===== src/shared/pclm_pkg.sv =====
// Shared constants and types for the local master port and its application end
package pclm_pkg;
    localparam int PCLM_AD_W = 32;
    localparam int PCLM_CBE_W = 4;
    localparam int PCLM_NUM_BAR = 6;
    localparam int PCLM_LEN_W = 8;

    // Decode windows: an address hits when (ad & mask) == base
    localparam logic [PCLM_NUM_BAR-1:0][PCLM_AD_W-1:0] PCLM_BAR_BASE = {
        32'h5000_0000, 32'h4000_0000, 32'h3000_0000,
        32'h2000_0000, 32'h1000_0000, 32'h0000_0000
    };
    localparam logic [PCLM_NUM_BAR-1:0][PCLM_AD_W-1:0] PCLM_BAR_MASK = {
        32'hffff_0000, 32'hffff_0000, 32'hffff_0000,
        32'hffff_0000, 32'hffff_0000, 32'hffff_0000
    };
    localparam logic [PCLM_AD_W-1:0] PCLM_ROM_BASE = 32'h6000_0000;
    localparam logic [PCLM_AD_W-1:0] PCLM_ROM_MASK = 32'hfff0_0000;

    // Command encodings, as on C/BE#
    localparam logic [PCLM_CBE_W-1:0] PCLM_CMD_IO_READ = 4'h2;
    localparam logic [PCLM_CBE_W-1:0] PCLM_CMD_IO_WRITE = 4'h3;
    localparam logic [PCLM_CBE_W-1:0] PCLM_CMD_MEM_READ = 4'h6;
    localparam logic [PCLM_CBE_W-1:0] PCLM_CMD_MEM_WRITE = 4'h7;
    localparam int PCLM_CMD_WRITE_BIT = 0;

    // Reset values
    localparam logic [PCLM_AD_W-1:0] PCLM_AD_RST = 32'h0000_0000;
    localparam logic [PCLM_CBE_W-1:0] PCLM_CBE_RST = 4'hf;
    localparam logic [PCLM_LEN_W-1:0] PCLM_LEN_RST = 8'h00;

    typedef enum logic [2:0] {
        PCLM_M_IDLE,
        PCLM_M_REQ,
        PCLM_M_ADDR,
        PCLM_M_DATA,
        PCLM_M_TURN
    } pclm_mst_state_t;

    typedef enum logic [1:0] {
        PCLM_A_IDLE,
        PCLM_A_ADDR,
        PCLM_A_DATA
    } pclm_app_state_t;
endpackage : pclm_pkg


===== src/shared/pclm_local_if.sv =====
// Local-side interface between the bus core and the application logic
`timescale 1ns/1ps
interface pclm_local_if;
    import pclm_pkg::*;
    logic mst_bus_request_n;
    logic mst_final_phase_n;
    logic mst_local_stall_n;
    logic [PCLM_AD_W-1:0] mst_addr_wdata_in;
    logic [PCLM_CBE_W-1:0] mst_cmd_byteen_in_n;
    logic mst_local_xfer_ack_n;
    logic [PCLM_AD_W-1:0] mst_rdata;
    logic trdy_reg_n;
    logic tgt_frame_active_n;
    logic [PCLM_NUM_BAR-1:0] bar_hit;
    logic rom_hit;
    logic local_irq_n;

    modport core (
        input mst_bus_request_n, mst_final_phase_n, mst_local_stall_n,
        input mst_addr_wdata_in, mst_cmd_byteen_in_n, local_irq_n,
        output mst_local_xfer_ack_n, mst_rdata, trdy_reg_n,
        output tgt_frame_active_n, bar_hit, rom_hit
    );
    modport app (
        output mst_bus_request_n, mst_final_phase_n, mst_local_stall_n,
        output mst_addr_wdata_in, mst_cmd_byteen_in_n, local_irq_n,
        input mst_local_xfer_ack_n, mst_rdata, trdy_reg_n,
        input tgt_frame_active_n, bar_hit, rom_hit
    );
endinterface : pclm_local_if


===== src/hw/pclm_core_end.sv =====
// Bus core end: local master port, target claim flags and interrupt forwarding
`timescale 1ns/1ps

// Operation
// - One claim flag per decode window hit
// - Claim flags follow target frame-active timing
// - ROM claim flag, same frame-active timing
// - INTA# asserted while local interrupt low
// - Local logic lowers request to start master
// - Address and command presented on request fall
// - Local logic may pulse final-phase once
// - Final phase drops FRAME#, asserts IRDY#
// - Local stall deasserts IRDY# for waits
// - No acknowledge while local stall asserted
// - No write acknowledge while target TRDY# deasserted
// - Word moves only in acknowledged cycles
// - Write data follows address; else stall
// - Byte enables sampled on first phase only
// - Write acknowledge when word is captured
// - Read acknowledge when word handed over
// - Registered TRDY# copy to local side
// - Frame-active one clock before DEVSEL#
module pclm_core_end (
    // Clock and reset
    input wire logic clk_sys_i,
    input wire logic arst_n_i,
    // Local side
    pclm_local_if.core lcl,
    // Arbitration
    output logic pci_req_n_o,
    input wire logic pci_gnt_n_i,
    // Address/data and command lanes
    input wire logic [pclm_pkg::PCLM_AD_W-1:0] pci_ad_i,
    output logic [pclm_pkg::PCLM_AD_W-1:0] pci_ad_o,
    output logic pci_ad_oe_o,
    input wire logic [pclm_pkg::PCLM_CBE_W-1:0] pci_cbe_n_i,
    output logic [pclm_pkg::PCLM_CBE_W-1:0] pci_cbe_n_o,
    output logic pci_cbe_oe_o,
    // Transaction control
    input wire logic pci_frame_n_i,
    output logic pci_frame_n_o,
    output logic pci_frame_oe_o,
    input wire logic pci_irdy_n_i,
    output logic pci_irdy_n_o,
    output logic pci_irdy_oe_o,
    input wire logic pci_trdy_n_i,
    output logic pci_trdy_n_o,
    output logic pci_trdy_oe_o,
    input wire logic pci_devsel_n_i,
    output logic pci_devsel_n_o,
    output logic pci_devsel_oe_o,
    // Open-drain interrupt
    output logic pci_inta_n_o,
    output logic pci_inta_oe_o
);
    import pclm_pkg::*;

    pclm_mst_state_t state_r;
    logic req_d_r;
    logic [PCLM_AD_W-1:0] addr_r;
    logic [PCLM_CBE_W-1:0] cmd_r;
    logic [PCLM_CBE_W-1:0] be_r;
    logic first_r;
    logic last_pend_r;
    logic frame_off_r;
    logic rd_hold_r;
    logic [PCLM_AD_W-1:0] rdata_r;
    logic trdy_reg_r;
    logic frame_d_r;
    logic tgt_active_r;
    logic devsel_r;
    logic [PCLM_NUM_BAR-1:0] hit_r;
    logic rom_r;

    logic req_fall;
    logic is_write;
    logic in_data;
    logic last_seen;
    logic rd_ack;
    logic irdy_assert;
    logic frame_assert;
    logic xfer;
    logic done;
    logic addr_phase;
    logic [PCLM_NUM_BAR-1:0] hit_vec;
    logic rom_match;
    logic tgt_end;

    // Master side
    assign req_fall = req_d_r & ~lcl.mst_bus_request_n;
    assign is_write = cmd_r[PCLM_CMD_WRITE_BIT];
    assign in_data = (state_r == PCLM_M_DATA);
    assign last_seen = last_pend_r | ~lcl.mst_final_phase_n;
    assign rd_ack = ~is_write & rd_hold_r & lcl.mst_local_stall_n;
    // A held read word blocks the next phase so no word is dropped
    assign irdy_assert = in_data & lcl.mst_local_stall_n
                         & (is_write | ~rd_hold_r | rd_ack);
    // FRAME# drops only with IRDY# asserted, so the stall delays it too
    assign frame_assert = (state_r == PCLM_M_ADDR)
                          | (in_data & ~frame_off_r & ~(last_seen & irdy_assert));
    assign xfer = irdy_assert & ~pci_trdy_n_i;
    assign done = xfer & ~frame_assert;

    always_ff @(posedge clk_sys_i or negedge arst_n_i) begin
        if (!arst_n_i) begin
            req_d_r <= 1'b1;
        end else begin
            req_d_r <= lcl.mst_bus_request_n;
        end
    end

    always_ff @(posedge clk_sys_i or negedge arst_n_i) begin
        if (!arst_n_i) begin
            state_r <= PCLM_M_IDLE;
        end else begin
            case (state_r)
                PCLM_M_IDLE: begin
                    if (req_fall) begin
                        state_r <= PCLM_M_REQ;
                    end
                end
                PCLM_M_REQ: begin
                    if (!pci_gnt_n_i && pci_frame_n_i && pci_irdy_n_i) begin
                        state_r <= PCLM_M_ADDR;
                    end
                end
                PCLM_M_ADDR: state_r <= PCLM_M_DATA;
                PCLM_M_DATA: begin
                    if (done) begin
                        state_r <= PCLM_M_TURN;
                    end
                end
                PCLM_M_TURN: state_r <= PCLM_M_IDLE;
                default: state_r <= PCLM_M_IDLE;
            endcase
        end
    end

    always_ff @(posedge clk_sys_i or negedge arst_n_i) begin
        if (!arst_n_i) begin
            addr_r <= PCLM_AD_RST;
            cmd_r <= PCLM_CBE_RST;
        end else if (state_r == PCLM_M_IDLE && req_fall) begin
            addr_r <= lcl.mst_addr_wdata_in;
            cmd_r <= lcl.mst_cmd_byteen_in_n;
        end
    end

    always_ff @(posedge clk_sys_i or negedge arst_n_i) begin
        if (!arst_n_i) begin
            be_r <= PCLM_CBE_RST;
            first_r <= 1'b0;
        end else if (state_r == PCLM_M_ADDR) begin
            first_r <= 1'b1;
        end else if (in_data && first_r && xfer) begin
            be_r <= lcl.mst_cmd_byteen_in_n;
            first_r <= 1'b0;
        end
    end

    always_ff @(posedge clk_sys_i or negedge arst_n_i) begin
        if (!arst_n_i) begin
            last_pend_r <= 1'b0;
            frame_off_r <= 1'b0;
        end else if (state_r == PCLM_M_IDLE) begin
            last_pend_r <= 1'b0;
            frame_off_r <= 1'b0;
        end else begin
            if (!lcl.mst_final_phase_n) begin
                last_pend_r <= 1'b1;
            end
            if (in_data && !frame_assert) begin
                frame_off_r <= 1'b1;
            end
        end
    end

    // One-word read holding stage; a new word wins over the hand-off
    always_ff @(posedge clk_sys_i or negedge arst_n_i) begin
        if (!arst_n_i) begin
            rd_hold_r <= 1'b0;
            rdata_r <= PCLM_AD_RST;
        end else if (xfer && !is_write) begin
            rd_hold_r <= 1'b1;
            rdata_r <= pci_ad_i;
        end else if (rd_ack) begin
            rd_hold_r <= 1'b0;
        end
    end

    always_ff @(posedge clk_sys_i or negedge arst_n_i) begin
        if (!arst_n_i) begin
            trdy_reg_r <= 1'b1;
        end else begin
            trdy_reg_r <= pci_trdy_n_i;
        end
    end

    // Write acknowledge is the capture cycle itself, so TRDY# gates it
    assign lcl.mst_local_xfer_ack_n = is_write ? ~xfer : ~rd_ack;
    assign lcl.mst_rdata = rdata_r;
    assign lcl.trdy_reg_n = trdy_reg_r;

    assign pci_req_n_o = ~(state_r == PCLM_M_REQ);
    assign pci_ad_oe_o = (state_r == PCLM_M_ADDR) | (in_data & is_write);
    assign pci_ad_o = (state_r == PCLM_M_ADDR) ? addr_r : lcl.mst_addr_wdata_in;
    assign pci_cbe_oe_o = (state_r == PCLM_M_ADDR) | in_data;
    assign pci_cbe_n_o = (state_r == PCLM_M_ADDR) ? cmd_r
                         : (first_r ? lcl.mst_cmd_byteen_in_n : be_r);
    assign pci_frame_oe_o = (state_r == PCLM_M_ADDR) | in_data;
    assign pci_frame_n_o = ~frame_assert;
    assign pci_irdy_oe_o = in_data | (state_r == PCLM_M_TURN);
    assign pci_irdy_n_o = ~irdy_assert;

    // Target claim decode
    assign addr_phase = frame_d_r & ~pci_frame_n_i & (state_r != PCLM_M_ADDR);
    assign rom_match = (pci_ad_i & PCLM_ROM_MASK) == PCLM_ROM_BASE;
    assign tgt_end = devsel_r & pci_frame_n_i & ~pci_irdy_n_i;

    genvar g;
    generate
        for (g = 0; g < PCLM_NUM_BAR; g++) begin : g_bar
            assign hit_vec[g] = (pci_ad_i & PCLM_BAR_MASK[g]) == PCLM_BAR_BASE[g];
        end
    endgenerate

    always_ff @(posedge clk_sys_i or negedge arst_n_i) begin
        if (!arst_n_i) begin
            frame_d_r <= 1'b1;
        end else begin
            frame_d_r <= pci_frame_n_i;
        end
    end

    always_ff @(posedge clk_sys_i or negedge arst_n_i) begin
        if (!arst_n_i) begin
            tgt_active_r <= 1'b0;
            hit_r <= '0;
            rom_r <= 1'b0;
        end else if (tgt_end) begin
            tgt_active_r <= 1'b0;
            hit_r <= '0;
            rom_r <= 1'b0;
        end else if (addr_phase && !tgt_active_r && (|hit_vec || rom_match)) begin
            tgt_active_r <= 1'b1;
            hit_r <= hit_vec;
            rom_r <= rom_match & ~|hit_vec;
        end
    end

    // DEVSEL# trails frame-active by one clock; this end never retries
    always_ff @(posedge clk_sys_i or negedge arst_n_i) begin
        if (!arst_n_i) begin
            devsel_r <= 1'b0;
        end else begin
            devsel_r <= tgt_active_r & ~tgt_end;
        end
    end

    assign lcl.tgt_frame_active_n = ~tgt_active_r;
    assign lcl.bar_hit = hit_r;
    assign lcl.rom_hit = rom_r;
    assign pci_devsel_oe_o = devsel_r;
    assign pci_devsel_n_o = ~devsel_r;
    assign pci_trdy_oe_o = devsel_r;
    assign pci_trdy_n_o = ~devsel_r;

    // Open drain: pull low only, never drive high
    assign pci_inta_n_o = 1'b0;
    assign pci_inta_oe_o = ~lcl.local_irq_n;
endmodule : pclm_core_end


===== src/flat_wrapper.sv =====
// flat-port wrapper written by rule: the top's interface ports become plain ports
module pclm_core_end_flat import pclm_pkg::*;
  (clk_sys_i, arst_n_i, pci_req_n_o, pci_gnt_n_i, pci_ad_i, pci_ad_o, pci_ad_oe_o, pci_cbe_n_i, pci_cbe_n_o, pci_cbe_oe_o, pci_frame_n_i, pci_frame_n_o, pci_frame_oe_o, pci_irdy_n_i, pci_irdy_n_o, pci_irdy_oe_o, pci_trdy_n_i, pci_trdy_n_o, pci_trdy_oe_o, pci_devsel_n_i, pci_devsel_n_o, pci_devsel_oe_o, pci_inta_n_o, pci_inta_oe_o, lcl_mst_bus_request_n, lcl_mst_final_phase_n, lcl_mst_local_stall_n, lcl_mst_addr_wdata_in, lcl_mst_cmd_byteen_in_n, lcl_local_irq_n, lcl_mst_local_xfer_ack_n, lcl_mst_rdata, lcl_trdy_reg_n, lcl_tgt_frame_active_n, lcl_bar_hit, lcl_rom_hit);
  pclm_local_if lcl_i ();
  input wire logic clk_sys_i;
  input wire logic arst_n_i;
  output logic pci_req_n_o;
  input wire logic pci_gnt_n_i;
  input wire logic [pclm_pkg::PCLM_AD_W-1:0] pci_ad_i;
  output logic [pclm_pkg::PCLM_AD_W-1:0] pci_ad_o;
  output logic pci_ad_oe_o;
  input wire logic [pclm_pkg::PCLM_CBE_W-1:0] pci_cbe_n_i;
  output logic [pclm_pkg::PCLM_CBE_W-1:0] pci_cbe_n_o;
  output logic pci_cbe_oe_o;
  input wire logic pci_frame_n_i;
  output logic pci_frame_n_o;
  output logic pci_frame_oe_o;
  input wire logic pci_irdy_n_i;
  output logic pci_irdy_n_o;
  output logic pci_irdy_oe_o;
  input wire logic pci_trdy_n_i;
  output logic pci_trdy_n_o;
  output logic pci_trdy_oe_o;
  input wire logic pci_devsel_n_i;
  output logic pci_devsel_n_o;
  output logic pci_devsel_oe_o;
  output logic pci_inta_n_o;
  output logic pci_inta_oe_o;
  input wire logic [$bits(lcl_i.mst_bus_request_n)-1:0] lcl_mst_bus_request_n;
  input wire logic [$bits(lcl_i.mst_final_phase_n)-1:0] lcl_mst_final_phase_n;
  input wire logic [$bits(lcl_i.mst_local_stall_n)-1:0] lcl_mst_local_stall_n;
  input wire logic [$bits(lcl_i.mst_addr_wdata_in)-1:0] lcl_mst_addr_wdata_in;
  input wire logic [$bits(lcl_i.mst_cmd_byteen_in_n)-1:0] lcl_mst_cmd_byteen_in_n;
  input wire logic [$bits(lcl_i.local_irq_n)-1:0] lcl_local_irq_n;
  output wire logic [$bits(lcl_i.mst_local_xfer_ack_n)-1:0] lcl_mst_local_xfer_ack_n;
  output wire logic [$bits(lcl_i.mst_rdata)-1:0] lcl_mst_rdata;
  output wire logic [$bits(lcl_i.trdy_reg_n)-1:0] lcl_trdy_reg_n;
  output wire logic [$bits(lcl_i.tgt_frame_active_n)-1:0] lcl_tgt_frame_active_n;
  output wire logic [$bits(lcl_i.bar_hit)-1:0] lcl_bar_hit;
  output wire logic [$bits(lcl_i.rom_hit)-1:0] lcl_rom_hit;
  assign lcl_i.mst_bus_request_n = lcl_mst_bus_request_n;
  assign lcl_i.mst_final_phase_n = lcl_mst_final_phase_n;
  assign lcl_i.mst_local_stall_n = lcl_mst_local_stall_n;
  assign lcl_i.mst_addr_wdata_in = lcl_mst_addr_wdata_in;
  assign lcl_i.mst_cmd_byteen_in_n = lcl_mst_cmd_byteen_in_n;
  assign lcl_i.local_irq_n = lcl_local_irq_n;
  assign lcl_mst_local_xfer_ack_n = lcl_i.mst_local_xfer_ack_n;
  assign lcl_mst_rdata = lcl_i.mst_rdata;
  assign lcl_trdy_reg_n = lcl_i.trdy_reg_n;
  assign lcl_tgt_frame_active_n = lcl_i.tgt_frame_active_n;
  assign lcl_bar_hit = lcl_i.bar_hit;
  assign lcl_rom_hit = lcl_i.rom_hit;
  pclm_core_end u_core (.clk_sys_i(clk_sys_i), .arst_n_i(arst_n_i), .lcl(lcl_i), .pci_req_n_o(pci_req_n_o), .pci_gnt_n_i(pci_gnt_n_i), .pci_ad_i(pci_ad_i), .pci_ad_o(pci_ad_o), .pci_ad_oe_o(pci_ad_oe_o), .pci_cbe_n_i(pci_cbe_n_i), .pci_cbe_n_o(pci_cbe_n_o), .pci_cbe_oe_o(pci_cbe_oe_o), .pci_frame_n_i(pci_frame_n_i), .pci_frame_n_o(pci_frame_n_o), .pci_frame_oe_o(pci_frame_oe_o), .pci_irdy_n_i(pci_irdy_n_i), .pci_irdy_n_o(pci_irdy_n_o), .pci_irdy_oe_o(pci_irdy_oe_o), .pci_trdy_n_i(pci_trdy_n_i), .pci_trdy_n_o(pci_trdy_n_o), .pci_trdy_oe_o(pci_trdy_oe_o), .pci_devsel_n_i(pci_devsel_n_i), .pci_devsel_n_o(pci_devsel_n_o), .pci_devsel_oe_o(pci_devsel_oe_o), .pci_inta_n_o(pci_inta_n_o), .pci_inta_oe_o(pci_inta_oe_o));
endmodule

===== config.mk =====
export PLATFORM = sky130hd
export DESIGN_NAME = pclm_core_end_flat
export DESIGN_NICKNAME = d
export VERILOG_FILES = /design/src/shared/pclm_pkg.sv /design/src/shared/pclm_local_if.sv /design/src/hw/pclm_core_end.sv /design/src/flat_wrapper.sv
export SDC_FILE = /design/constraint.sdc
export NUM_CORES = 1
export LEC_CHECK = 0
export BUFFER_PORTS_ARGS = -buffer_cell sky130_fd_sc_hd__buf_2
export CAP_MARGIN = 15
export CELL_PAD_IN_SITES_DETAIL_PLACEMENT = 1
export CELL_PAD_IN_SITES_GLOBAL_PLACEMENT = 1
export CORE_UTILIZATION = 40
export DETAILED_ROUTE_END_ITERATION = 6
export PLACE_DENSITY_LB_ADDON = 0.1
export RECOVER_POWER = 50
export SYNTH_ARGS = -nofsm -noshare
export SYNTH_HDL_FRONTEND = slang
export SYNTH_SLANG_ARGS = --single-unit

===== constraint.sdc =====
create_clock -name clk_sys_i -period 2.75 [get_ports clk_sys_i]
set_input_delay 0.275 -clock clk_sys_i [delete_from_list [all_inputs] [get_ports clk_sys_i]]
set_output_delay 0.275 -clock clk_sys_i [all_outputs]
set_load 0.05 [all_outputs]

==> flow_summary_export.csv, run 1 <==
group,metric,value,unit
outcome,status,"finished, final reports clean",
hold_path,holdPathEnd,"u_core.req_d_r",
yosys,synth-edff-count,0,
die,initial_core_util,42.0,%
yosys,ys_async_sr_fraction,100,%
detailed_routing,drt_iter0_markers,82,
detailed_routing,vias,3071,
placed_design,dpl-instance-area,0.00516,mm²
cts,cts.sinks,91,
yosys,synth_area_leaders,"dfrtp_1 48%, mux2_2 28%, dfstp_2 6.9%",
global_routing,antenna_found_initial,0,
yosys,synthDistinctLibCells,42,
yosys,synth-seq-cells,91,
timing,hold_violations,0,
finish,fill_cells,1105,
timing,finClkSkew,0.00937,ns
timing,fin_ws,0.401,ns
power_and_ir_drop,p_seq_share,36.6,%
job,max_cap_violations,0,
yosys,synth_most_common_cell,"mux2_2",
finish,utilization,53.5,%
global_routing,grt_max_degree,49,
power_and_ir_drop,p_sw_share,45.8,%
die,dieArea,0.0109,mm²
hold_path,min_path_cells,1,
hold_path,hold_path_startpoint,"lcl_mst_bus_request_n",
detailed_routing,wire_per_inst,16.1,µm
power_and_ir_drop,ir_drop,0.000692,V
power_and_ir_drop,internal-power,3.35,mW
timing,slew_headroom,23.3,%
setup_path,r2r_cells,6,
setup_path,r2r_start,"u_core.state_r[1]",
yosys,synth_flop_cell,"dfrtp_1",
yosys,syn_area_per_cell,13.7,µm²
timing,period_needed,2.35,ns
setup_path,crit_fanout,42,
yosys,ys_top_cells_by_count,"104 x mux2_2, 80 x dfrtp_1, 17 x nand2_1, 11 x dfstp_2, 11 x mux2i_1",
finish,drive_above_1_share,56.4,%
placed_design,gp_congestion,0.769,
setup_path,r2r_slack,0.54,ns
power_and_ir_drop,pwr-share-comb,47.6,%
setup_path,start_kind,"register",
placed_design,pre_cts_ws,0.745,ns
cts,clk_path_buf_depth,2,
timing,finalMaxSlewViolations,0,
global_routing,grt-ovfl-total,0,
yosys,netlist_area,0.00418,mm²
setup_path,crit_required,2.48,ns
die,fp.dieW,104,µm
setup_path,r2r_end,"u_core.lcl.mst_rdata[18]",
timing,fin_tns_setup,0,ns
cts,insertion_delay,0.35,ns
yosys,yosys.area.top_type,"dfrtp_1",
die,core.rowCount,36,
cts,cts_tree,"built",
setup_path,crit_type,"register to output pin",
finish,multi_input_area,0.00176,mm²
detailed_routing,detail_route.vias_per_cell,5.03,
power_and_ir_drop,powerDensity,1160,mW/mm²
cts,h-tree-depth,3,
die,dieHeight,104,µm
cts,cts_buffers,9,
die,ioPinCount,174,
timing,worstMarginPinSlew,1.15,ns
placed_design,portBuffers,167,
yosys,ys_warn_count,0,
setup_path,crit_path_end_kind,"output pin",
yosys,synthCells,304,
hold_path,min_path_type,"primary input to register",
cts,cts_hold_buf,1,
yosys,syn_nets,387,
finish,design_area,0.00533,mm²
setup_path,critPathArrivalTime,2.07,ns
timing,period_share,85.4,%
cts,post_cts_buffers,0,
timing,max_freq,0.426,GHz
cts,root_buffer,"clkbuf_8",
detailed_routing,ant_nets,0,
yosys,yosysSeqAreaShare,54.8,%
global_routing,grt_pass1_wl,16.4,mm
global_routing,track_usage,19.1,%
finish,fin_nets,555,
detailed_routing,drc_errors,0,
yosys,synth_top_area_share,47.9,%
global_routing,grt_pass1_vias,3275,
placed_design,dp_hpwl,7.19,mm
power_and_ir_drop,power.switching,2.84,mW
finish,area_delta_synth_final,27.6,%
cts,cts-resized-gates,0,
detailed_routing,wirelength,9.84,mm
timing,setup_viol,0,
die,coreArea,0.00995,mm²
finish,seqCellArea,0.00229,mm²
power_and_ir_drop,p_clk_share,15.7,%
power_and_ir_drop,p_leak,2.50,nW
detailed_routing,firstDrtPassIters,4,
finish,n_antenna_cell,0,
cts,clk_pin_slew,0.08,ns
timing,rsz0062_at_grt,"false",
[power by group through the flow]
stage	sequential, mW	clock (mW)	combinational [mW]
after floorplan	3.00	0	1.60
final	2.27	0.975	2.95
after global placement	2.24	0	3.00
after CTS	2.27	1.02	3.06
after detailed placement	2.29	0	3.05
after global routing	2.35	1.07	3.11
[kinds of logic after synthesis]
| group | Yosys count | share of synthesized area [%] |
|---|---|---|
| and+or+nand+nor | 54 | 8.21 |
| AOI/OAI and AO/OA | 20 | 2.88 |
| muxes | 115 | 30.7 |
| DFF | 91 | 54.8 |
| buffers and inverters | 23 | 3.32 |
| other | 1 | 0.0898 |
[how the worst max path moves through the flow]
stage | start | end | slack, ns | depth (start not counted)
6_report | u_core.state_r[0] | pci_ad_o[22] | 0.40 | 4
5_1_grt | u_core.state_r[0] | pci_ad_o[21] | 0.30 | 4
4_1_cts | u_core.state_r[0] | pci_ad_o[21] | 0.36 | 4
3_5_place_dp | u_core.state_r[1] | u_core.lcl.mst_rdata[8] | 0.74 | 6
3_3_place_gp | u_core.state_r[0] | u_core.addr_r[11] | 0.76 | 4
2_1_floorplan | u_core.state_r[1] | lcl_mst_local_xfer_ack_n | 0.48 | 5
[critical path, stage by stage (launching register included)]
cell and delay, ns:
dfrtp_1 0.55, nor3b_4 0.30, buf_12 0.26, mux2_2 0.37
buf_2 0.21
[registers in the layout, indices dropped and copies added (netlist names)]
register and flops:
u_core.addr_r 32, u_core.be_r 4, u_core.cmd_r 4, u_core.first_r 1, u_core.frame_d_r 1, u_core.frame_off_r 1, u_core.last_pend_r 1, u_core.lcl.bar_hit 6
u_core.lcl.mst_rdata 32, u_core.lcl.rom_hit 1, u_core.lcl.trdy_reg_n 1, u_core.pci_devsel_oe_o 1, u_core.rd_hold_r 1, u_core.req_d_r 1, u_core.state_r 3, u_core.tgt_active_r 1
[layout make-up]
type | instances | share of cell area [%]
Sequential cell | 91 | 43.0
Multi-Input combinational cell | 190 | 33.0
Timing Repair Buffer | 174 | 16.4
Clock buffer | 15 | 3.50
Tap cell | 133 | 3.12
Clock inverter | 1 | 0.564
Inverter | 6 | 0.423
[cell usage in the layout (no fill, tap or decap), types with 3 or more instances in the layout]
cell type,Yosys,final
buf_12,0,3
buf_2,6,125
clkbuf_1,2,44
clkbuf_8,0,13
dfrtp_1,80,80
dfstp_2,11,11
inv_1,6,6
mux2_2,104,104
mux2i_1,11,11
nand2_1,17,17
nand3_1,7,6
nor2_1,3,3
nor2b_1,4,4
nor3_1,3,3
o21ai_0,10,10
[stage by stage]
| stage | hold WS, ns | total power, mW | cells |
|---|---|---|---|
| global route | 0.00168 | 6.52 | 610 |
| CTS | 0.00937 | 6.34 | 610 |
| global placement | 0.317 | 5.24 | 593 |
| floorplan | -0.0206 | 4.60 | 304 |
| finish | 0.0223 | 6.19 | 610 |
| detailed placement | 0.317 | 5.34 | 593 |
[layer usage]
metal	up-vias	global-route usage (%)	wire, µm
li1	1416	-	-
met5	-	0	0
met2	103	31.3	4880
met1	1537	23.4	4090
met4	0	8.88	207
met3	15	5.33	663
Note: power is estimated with default switching activity, not from simulation.
==> run 2: changes to the inputs <==
--- a/config.mk
+++ b/config.mk
@@ -11,6 +11,7 @@
 export CELL_PAD_IN_SITES_GLOBAL_PLACEMENT = 1
 export CORE_UTILIZATION = 40
 export DETAILED_ROUTE_END_ITERATION = 6
+export GPL_TIMING_DRIVEN = 0
 export PLACE_DENSITY_LB_ADDON = 0.1
 export RECOVER_POWER = 50
 export SYNTH_ARGS = -nofsm -noshare
==> run 2 against run 1 <==
Maximum frequency fell by 7.0%. Critical path depth up 1. Combinational power rose by 2%. Cell count grew 2.0%. Utilization increased by 0.39 points.
==> flow_summary_export.csv, run 2 (synthesized netlist as in run 1, its figures left out) <==
group,metric,value,unit
global_routing,track_usage,19.9,%
setup_path,start_kind,"register",
setup_path,crit_path_end_kind,"output pin",
die,ioPinCount,174,
setup_path,crit_required,2.48,ns
cts,clk_pin_slew,0.09,ns
timing,setup_viol,0,
cts,clk_path_buf_depth,2,
finish,instances_no_fill,622,
finish,utilization,53.9,%
setup_path,crit_type,"register to output pin",
timing,finClkSkew,0.00619,ns
power_and_ir_drop,ir_drop,0.000617,V
global_routing,antenna_found_initial,0,
global_routing,grt-ovfl-total,0,
die,initial_core_util,42.0,%
cts,cts_tree,"built",
placed_design,dpl.cell_count,605,
timing,max_freq,0.396,GHz
placed_design,portBuffers,167,
setup_path,critPathArrivalTime,2.25,ns
die,dieHeight,104,µm
setup_path,path_cells,"buf_4 > nor3b_4 > clkbuf_1 > mux2_2 > buf_2",
die,dieArea,0.0109,mm²
placed_design,gp_congestion,0.735,
setup_path,r2r_slack,0.46,ns
outcome,status,"finished, final reports clean",
timing,slew_headroom,38.0,%
cts,root_buffer,"clkbuf_8",
finish,area_delta_synth_final,28.5,%
job,max_cap_violations,0,
global_routing,grt_pass1_wl,16.8,mm
detailed_routing,wire_per_inst,16.5,µm
hold_path,min_path_type,"primary input to register",
power_and_ir_drop,finalPower,6.25,mW
finish,drive_above_1_share,57.1,%
finish,design_area,0.00537,mm²
detailed_routing,wirelength,10.3,mm
detailed_routing,detail_route.vias_per_cell,4.97,
die,core.rowCount,36,
timing,fin_ws,0.224,ns
cts,insertion_delay,0.36,ns
setup_path,slowest_delay,0.39,ns
finish,final_cell_mix,"131 x buf_2, 104 x mux2_2, 80 x dfrtp_1",
placed_design,pre_cts_ws,0.441,ns
finish,fill_cells,1117,
setup_path,cp_top_family,"buffers and inverters",
power_and_ir_drop,powerDensity,1160,mW/mm²
timing,finalMaxSlewViolations,0,
timing,rsz0062_at_grt,"false",
global_routing,grt_pass1_vias,3242,
detailed_routing,drc_errors,0,
timing,period_share,91.8,%
finish,n_antenna_cell,0,
timing,hold_violations,0,
setup_path,crit_fanout,10,
power_and_ir_drop,p_leak,2.52,nW
die,fp.dieW,104,µm
detailed_routing,firstDrtPassIters,3,
finish,layout_commonest_cell,"buf_2",
cts,cts.sinks,91,
timing,worstMarginPinSlew,0.929,ns
placed_design,dpl-instance-area,0.00521,mm²
finish,fin_nets,567,
detailed_routing,ant_nets,0,
cts,cts_buffers,9,
timing,period_needed,2.53,ns
setup_path,worst_path_max_delay_cell,"clkbuf_1",
global_routing,grt_max_degree,56,
setup_path,crit_buf_inv,3,
detailed_routing,vias,3093,
placed_design,dp_hpwl,7.75,mm
timing,whs,0.00363,ns
cts,h-tree-depth,3,
die,coreArea,0.00995,mm²
detailed_routing,drt_iter0_markers,77,
timing,fin_tns_setup,0,ns
[run 2: cell types whose count changed in the layout (fill, tap and decap cells not counted), moves of 2 or more]
| cell | change |
|---|---|
| buf_4 | +3 |
| buf_6 | +3 |
| buf_12 | -3 |
| buf_2 | +6 |
| clkinvlp_4 | +2 |
| clkbuf_8 | -3 |
[run 2: path summary, 6_finish.rpt]
kind                                       start                       end  cells past startpoint
min in group asynchronous               arst_n_i        u_core.frame_off_r                      2
hold reg to reg                 u_core.rd_hold_r          u_core.rd_hold_r                      1
hold / removal             lcl_mst_bus_request_n            u_core.req_d_r                      1
setup / recovery               u_core.state_r[0]              pci_ad_o[15]                      5
max in group asynchronous               arst_n_i         u_core.addr_r[21]                      3
setup reg to reg               u_core.state_r[2]  u_core.lcl.mst_rdata[31]                      6
[run 2: layout make-up]
cell class                      instances  area (µm²)  area share [%]
Clock buffer                           10         138            2.56
Timing Repair Buffer                  169         802            14.9
Sequential cell                        91        2290            42.7
Buffer                                 17         113            2.10
Tap cell                              133         166            3.10
Clock inverter                          6        88.8            1.66
Inverter                                6        22.5           0.420
Multi-Input combinational cell        190        1750            32.5
[run 2: report_power, final]
part	leakage, nW	internal (mW)	switching, mW
Clock	0.108	0.537	0.487
Sequential	1.10	1.94	0.282
Combinational	1.31	0.903	2.10
[run 2: per-layer routing]
metal / vias up / share of wire [%] / track usage (%) / wire, µm
li1: 1431 / - / - / -
met4: 0 / 1.5 / 7.35 / 152
met3: 15 / 6.9 / 5.83 / 709
met5: - / 0 / 0 / 0
met1: 1551 / 41 / 23.9 / 4180
met2: 96 / 51 / 33.7 / 5240
[run 2: timing repair]
item | in CTS | in global routing
gates resized for setup | 0 | 1
hold endpoints to repair | 30 | 0
buffers inserted | 0 | 0
hold buffers | 1 | 0
setup endpoints to repair | 0 | 12
==> run 3: changes to the inputs <==
--- a/config.mk
+++ b/config.mk
@@ -9,7 +9,7 @@
 export CAP_MARGIN = 15
 export CELL_PAD_IN_SITES_DETAIL_PLACEMENT = 1
 export CELL_PAD_IN_SITES_GLOBAL_PLACEMENT = 1
-export CORE_UTILIZATION = 40
+export CORE_UTILIZATION = 34
 export DETAILED_ROUTE_END_ITERATION = 6
 export GPL_TIMING_DRIVEN = 0
 export PLACE_DENSITY_LB_ADDON = 0.1
==> run 3 against run 2 <==
The flow now finishes with violations (capacitance limit, slew limit). Clock power up 22%. Clock skew about the same. Combinational power about the same. Maximum frequency up 0.74%. Critical path type unchanged. Final area up 2.1%. Global-route usage down 2.9 points. Wire length up 0.11%. Highest routed layer unchanged. Critical path depth unchanged. Register-to-register slack about the same. Sequential power about the same. Largest cell class unchanged. Hold slack better by 0.022 ns. Worst setup slack better by 0.018 ns.
==> flow_summary_export.csv, run 3 (synthesized netlist as in run 1, its figures left out) <==
group,metric,value,unit
detailed_routing,wl_met2,5.24,mm
timing,rsz0062_at_grt,"false",
power_and_ir_drop,p_leak,2.57,nW
cts,clk_path_buf_depth,2,
detailed_routing,drt_iter0_markers,75,
global_routing,track_usage,17.0,%
detailed_routing,wirelength,10.3,mm
power_and_ir_drop,powerDensity,1180,mW/mm²
die,core.rowCount,40,
timing,finClkSkew,0.00585,ns
setup_path,crit_path_end_kind,"output pin",
finish,drive_above_1_share,56.6,%
job,max_cap_violations,1,
finish,instances_no_fill,635,
detailed_routing,wire_per_inst,16.2,µm
timing,whs,0.0256,ns
setup_path,r2r_end,"u_core.lcl.mst_rdata[24]",
timing,fin_tns_setup,0,ns
outcome,status,"finished with violations",
cts,post_cts_buffers,0,
placed_design,dp_hpwl,7.61,mm
cts,cts_buffers,9,
hold_path,hold_path_startpoint,"lcl_mst_bus_request_n",
timing,period_needed,2.51,ns
global_routing,grt_max_degree,68,
cts,insertion_delay,0.34,ns
timing,period_share,91.2,%
die,ioPinCount,174,
finish,n_antenna_cell,0,
setup_path,worst_path_max_delay_cell,"mux2_2",
setup_path,start_kind,"register",
cts,cts.sinks,91,
die,coreArea,0.0120,mm²
global_routing,grt-ovfl-total,0,
setup_path,path_cells,"buf_4 > nor3b_4 > clkbuf_1 > mux2_2 > buf_2",
timing,slew_headroom,-1.99,%
die,initial_core_util,34.8,%
setup_path,slowest_delay,0.40,ns
detailed_routing,detail_route.vias_per_cell,4.86,
hold_path,min_path_cells,1,
timing,hold_violations,0,
detailed_routing,drc_errors,0,
detailed_routing,wl_met3,712,µm
setup_path,crit_required,2.48,ns
timing,finalMaxSlewViolations,25,
setup_path,r2r_start,"u_core.state_r[1]",
placed_design,gp_congestion,0.728,
setup_path,critPathArrivalTime,2.23,ns
outcome,failed_checks,"capacitance limit, slew limit",
cts,cts_tree,"built",
setup_path,crit_type,"register to output pin",
global_routing,antenna_found_initial,0,
detailed_routing,ant_nets,0,
timing,max_freq,0.399,GHz
timing,worstMarginPinSlew,1.53,ns
setup_path,r2r_cells,6,
placed_design,dpl.cell_count,619,
setup_path,crit_fanout,10,
die,dieHeight,113,µm
detailed_routing,vias,3084,
hold_path,min_path_type,"primary input to register",
hold_path,holdPathEnd,"u_core.req_d_r",
finish,area_delta_synth_final,31.2,%
detailed_routing,top_layer,"met4",
finish,layout_commonest_cell,"buf_2",
power_and_ir_drop,ir_drop,0.000640,V
cts,h-tree-depth,3,
detailed_routing,m1WireLength,4.23,mm
global_routing,grt_pass1_wl,16.8,mm
finish,fin_nets,567,
setup_path,cp_top_family,"buffers and inverters",
die,fp.dieW,113,µm
cts,clk_pin_slew,0.06,ns
setup_path,r2r_slack,0.46,ns
finish,final_cell_mix,"131 x buf_2, 104 x mux2_2, 80 x dfrtp_1",
placed_design,portBuffers,167,
setup_path,crit_buf_inv,3,
cts,root_buffer,"clkbuf_16",
global_routing,grt_pass1_vias,3266,
timing,setup_viol,0,
die,dieArea,0.0127,mm²
detailed_routing,firstDrtPassIters,4,
## run 3: cell count changes in the layout (fill, tap and decap cells not counted)
cell	change
buf_16	+1
clkbuf_4	-1
clkbuf_16	+9
nand2_1	-1
clkbuf_8	-8
bufinv_16	-1
clkbuf_1	+3
clkinvlp_4	-2
clkinv_4	-1
nand2_4	+1
clkbuf_2	-1
## run 3: where the power goes
part	internal [mW]	leakage (nW)	switching, mW
sequential	1.94	1.10	0.279
combinational	0.910	1.32	2.11
clock	0.748	0.146	0.492
total	3.60	2.57	2.88
## run 3: how the worst max path moves through the flow
stage               slack [ns]  cells past startpoint              start                        to
floorplan                 0.48                      5  u_core.state_r[1]  lcl_mst_local_xfer_ack_n
global placement          0.41                      1           arst_n_i          u_core.addr_r[6]
detailed placement        0.43                      5  u_core.state_r[0]              pci_ad_o[15]
CTS                       0.05                      5  u_core.state_r[0]              pci_ad_o[15]
global route              0.07                      5  u_core.state_r[0]              pci_ad_o[15]
finish                    0.24                      5  u_core.state_r[0]              pci_ad_o[15]
## run 3: area by class of cell
cell class                      instances  area [µm²]
Buffer                                 17         113
Clock buffer                           13         260
Clock inverter                          2        35.0
Fill cell                            1338        6530
Inverter                                6        22.5
Multi-Input combinational cell        190        1750
Sequential cell                        91        2290
Tap cell                              147         184
Timing Repair Buffer                  169         821
## run 3: metal layers
metal | up-vias | track usage [%]
met5 | - | 0
met1 | 1542 | 19.7
met2 | 91 | 29.1
li1 | 1442 | -
met3 | 9 | 6.80
met4 | 0 | 5.00
## run 3: timing repair
item                                    CTS  global route
hold buffers                              1             0
resized for setup                         0             1
endpoints found under the setup margin    0            19
hold endpoints to repair                 14             0
## run 3: metrics by stage
| stage | instance area (µm²) | worst slack (ns) | util, % | power [mW] |
|---|---|---|---|---|
| after global routing | 5480 | 0.0691 | 45.6 | 6.82 |
| after floorplan | 4180 | 0.483 | - | 4.60 |
| after CTS | 5530 | 0.0504 | 46.1 | 6.63 |
| after detailed placement | 5230 | 0.430 | 43.5 | 5.35 |
| after global placement | 5200 | 0.413 | 43.3 | 5.26 |
| final | 5480 | 0.243 | 45.6 | 6.48 |
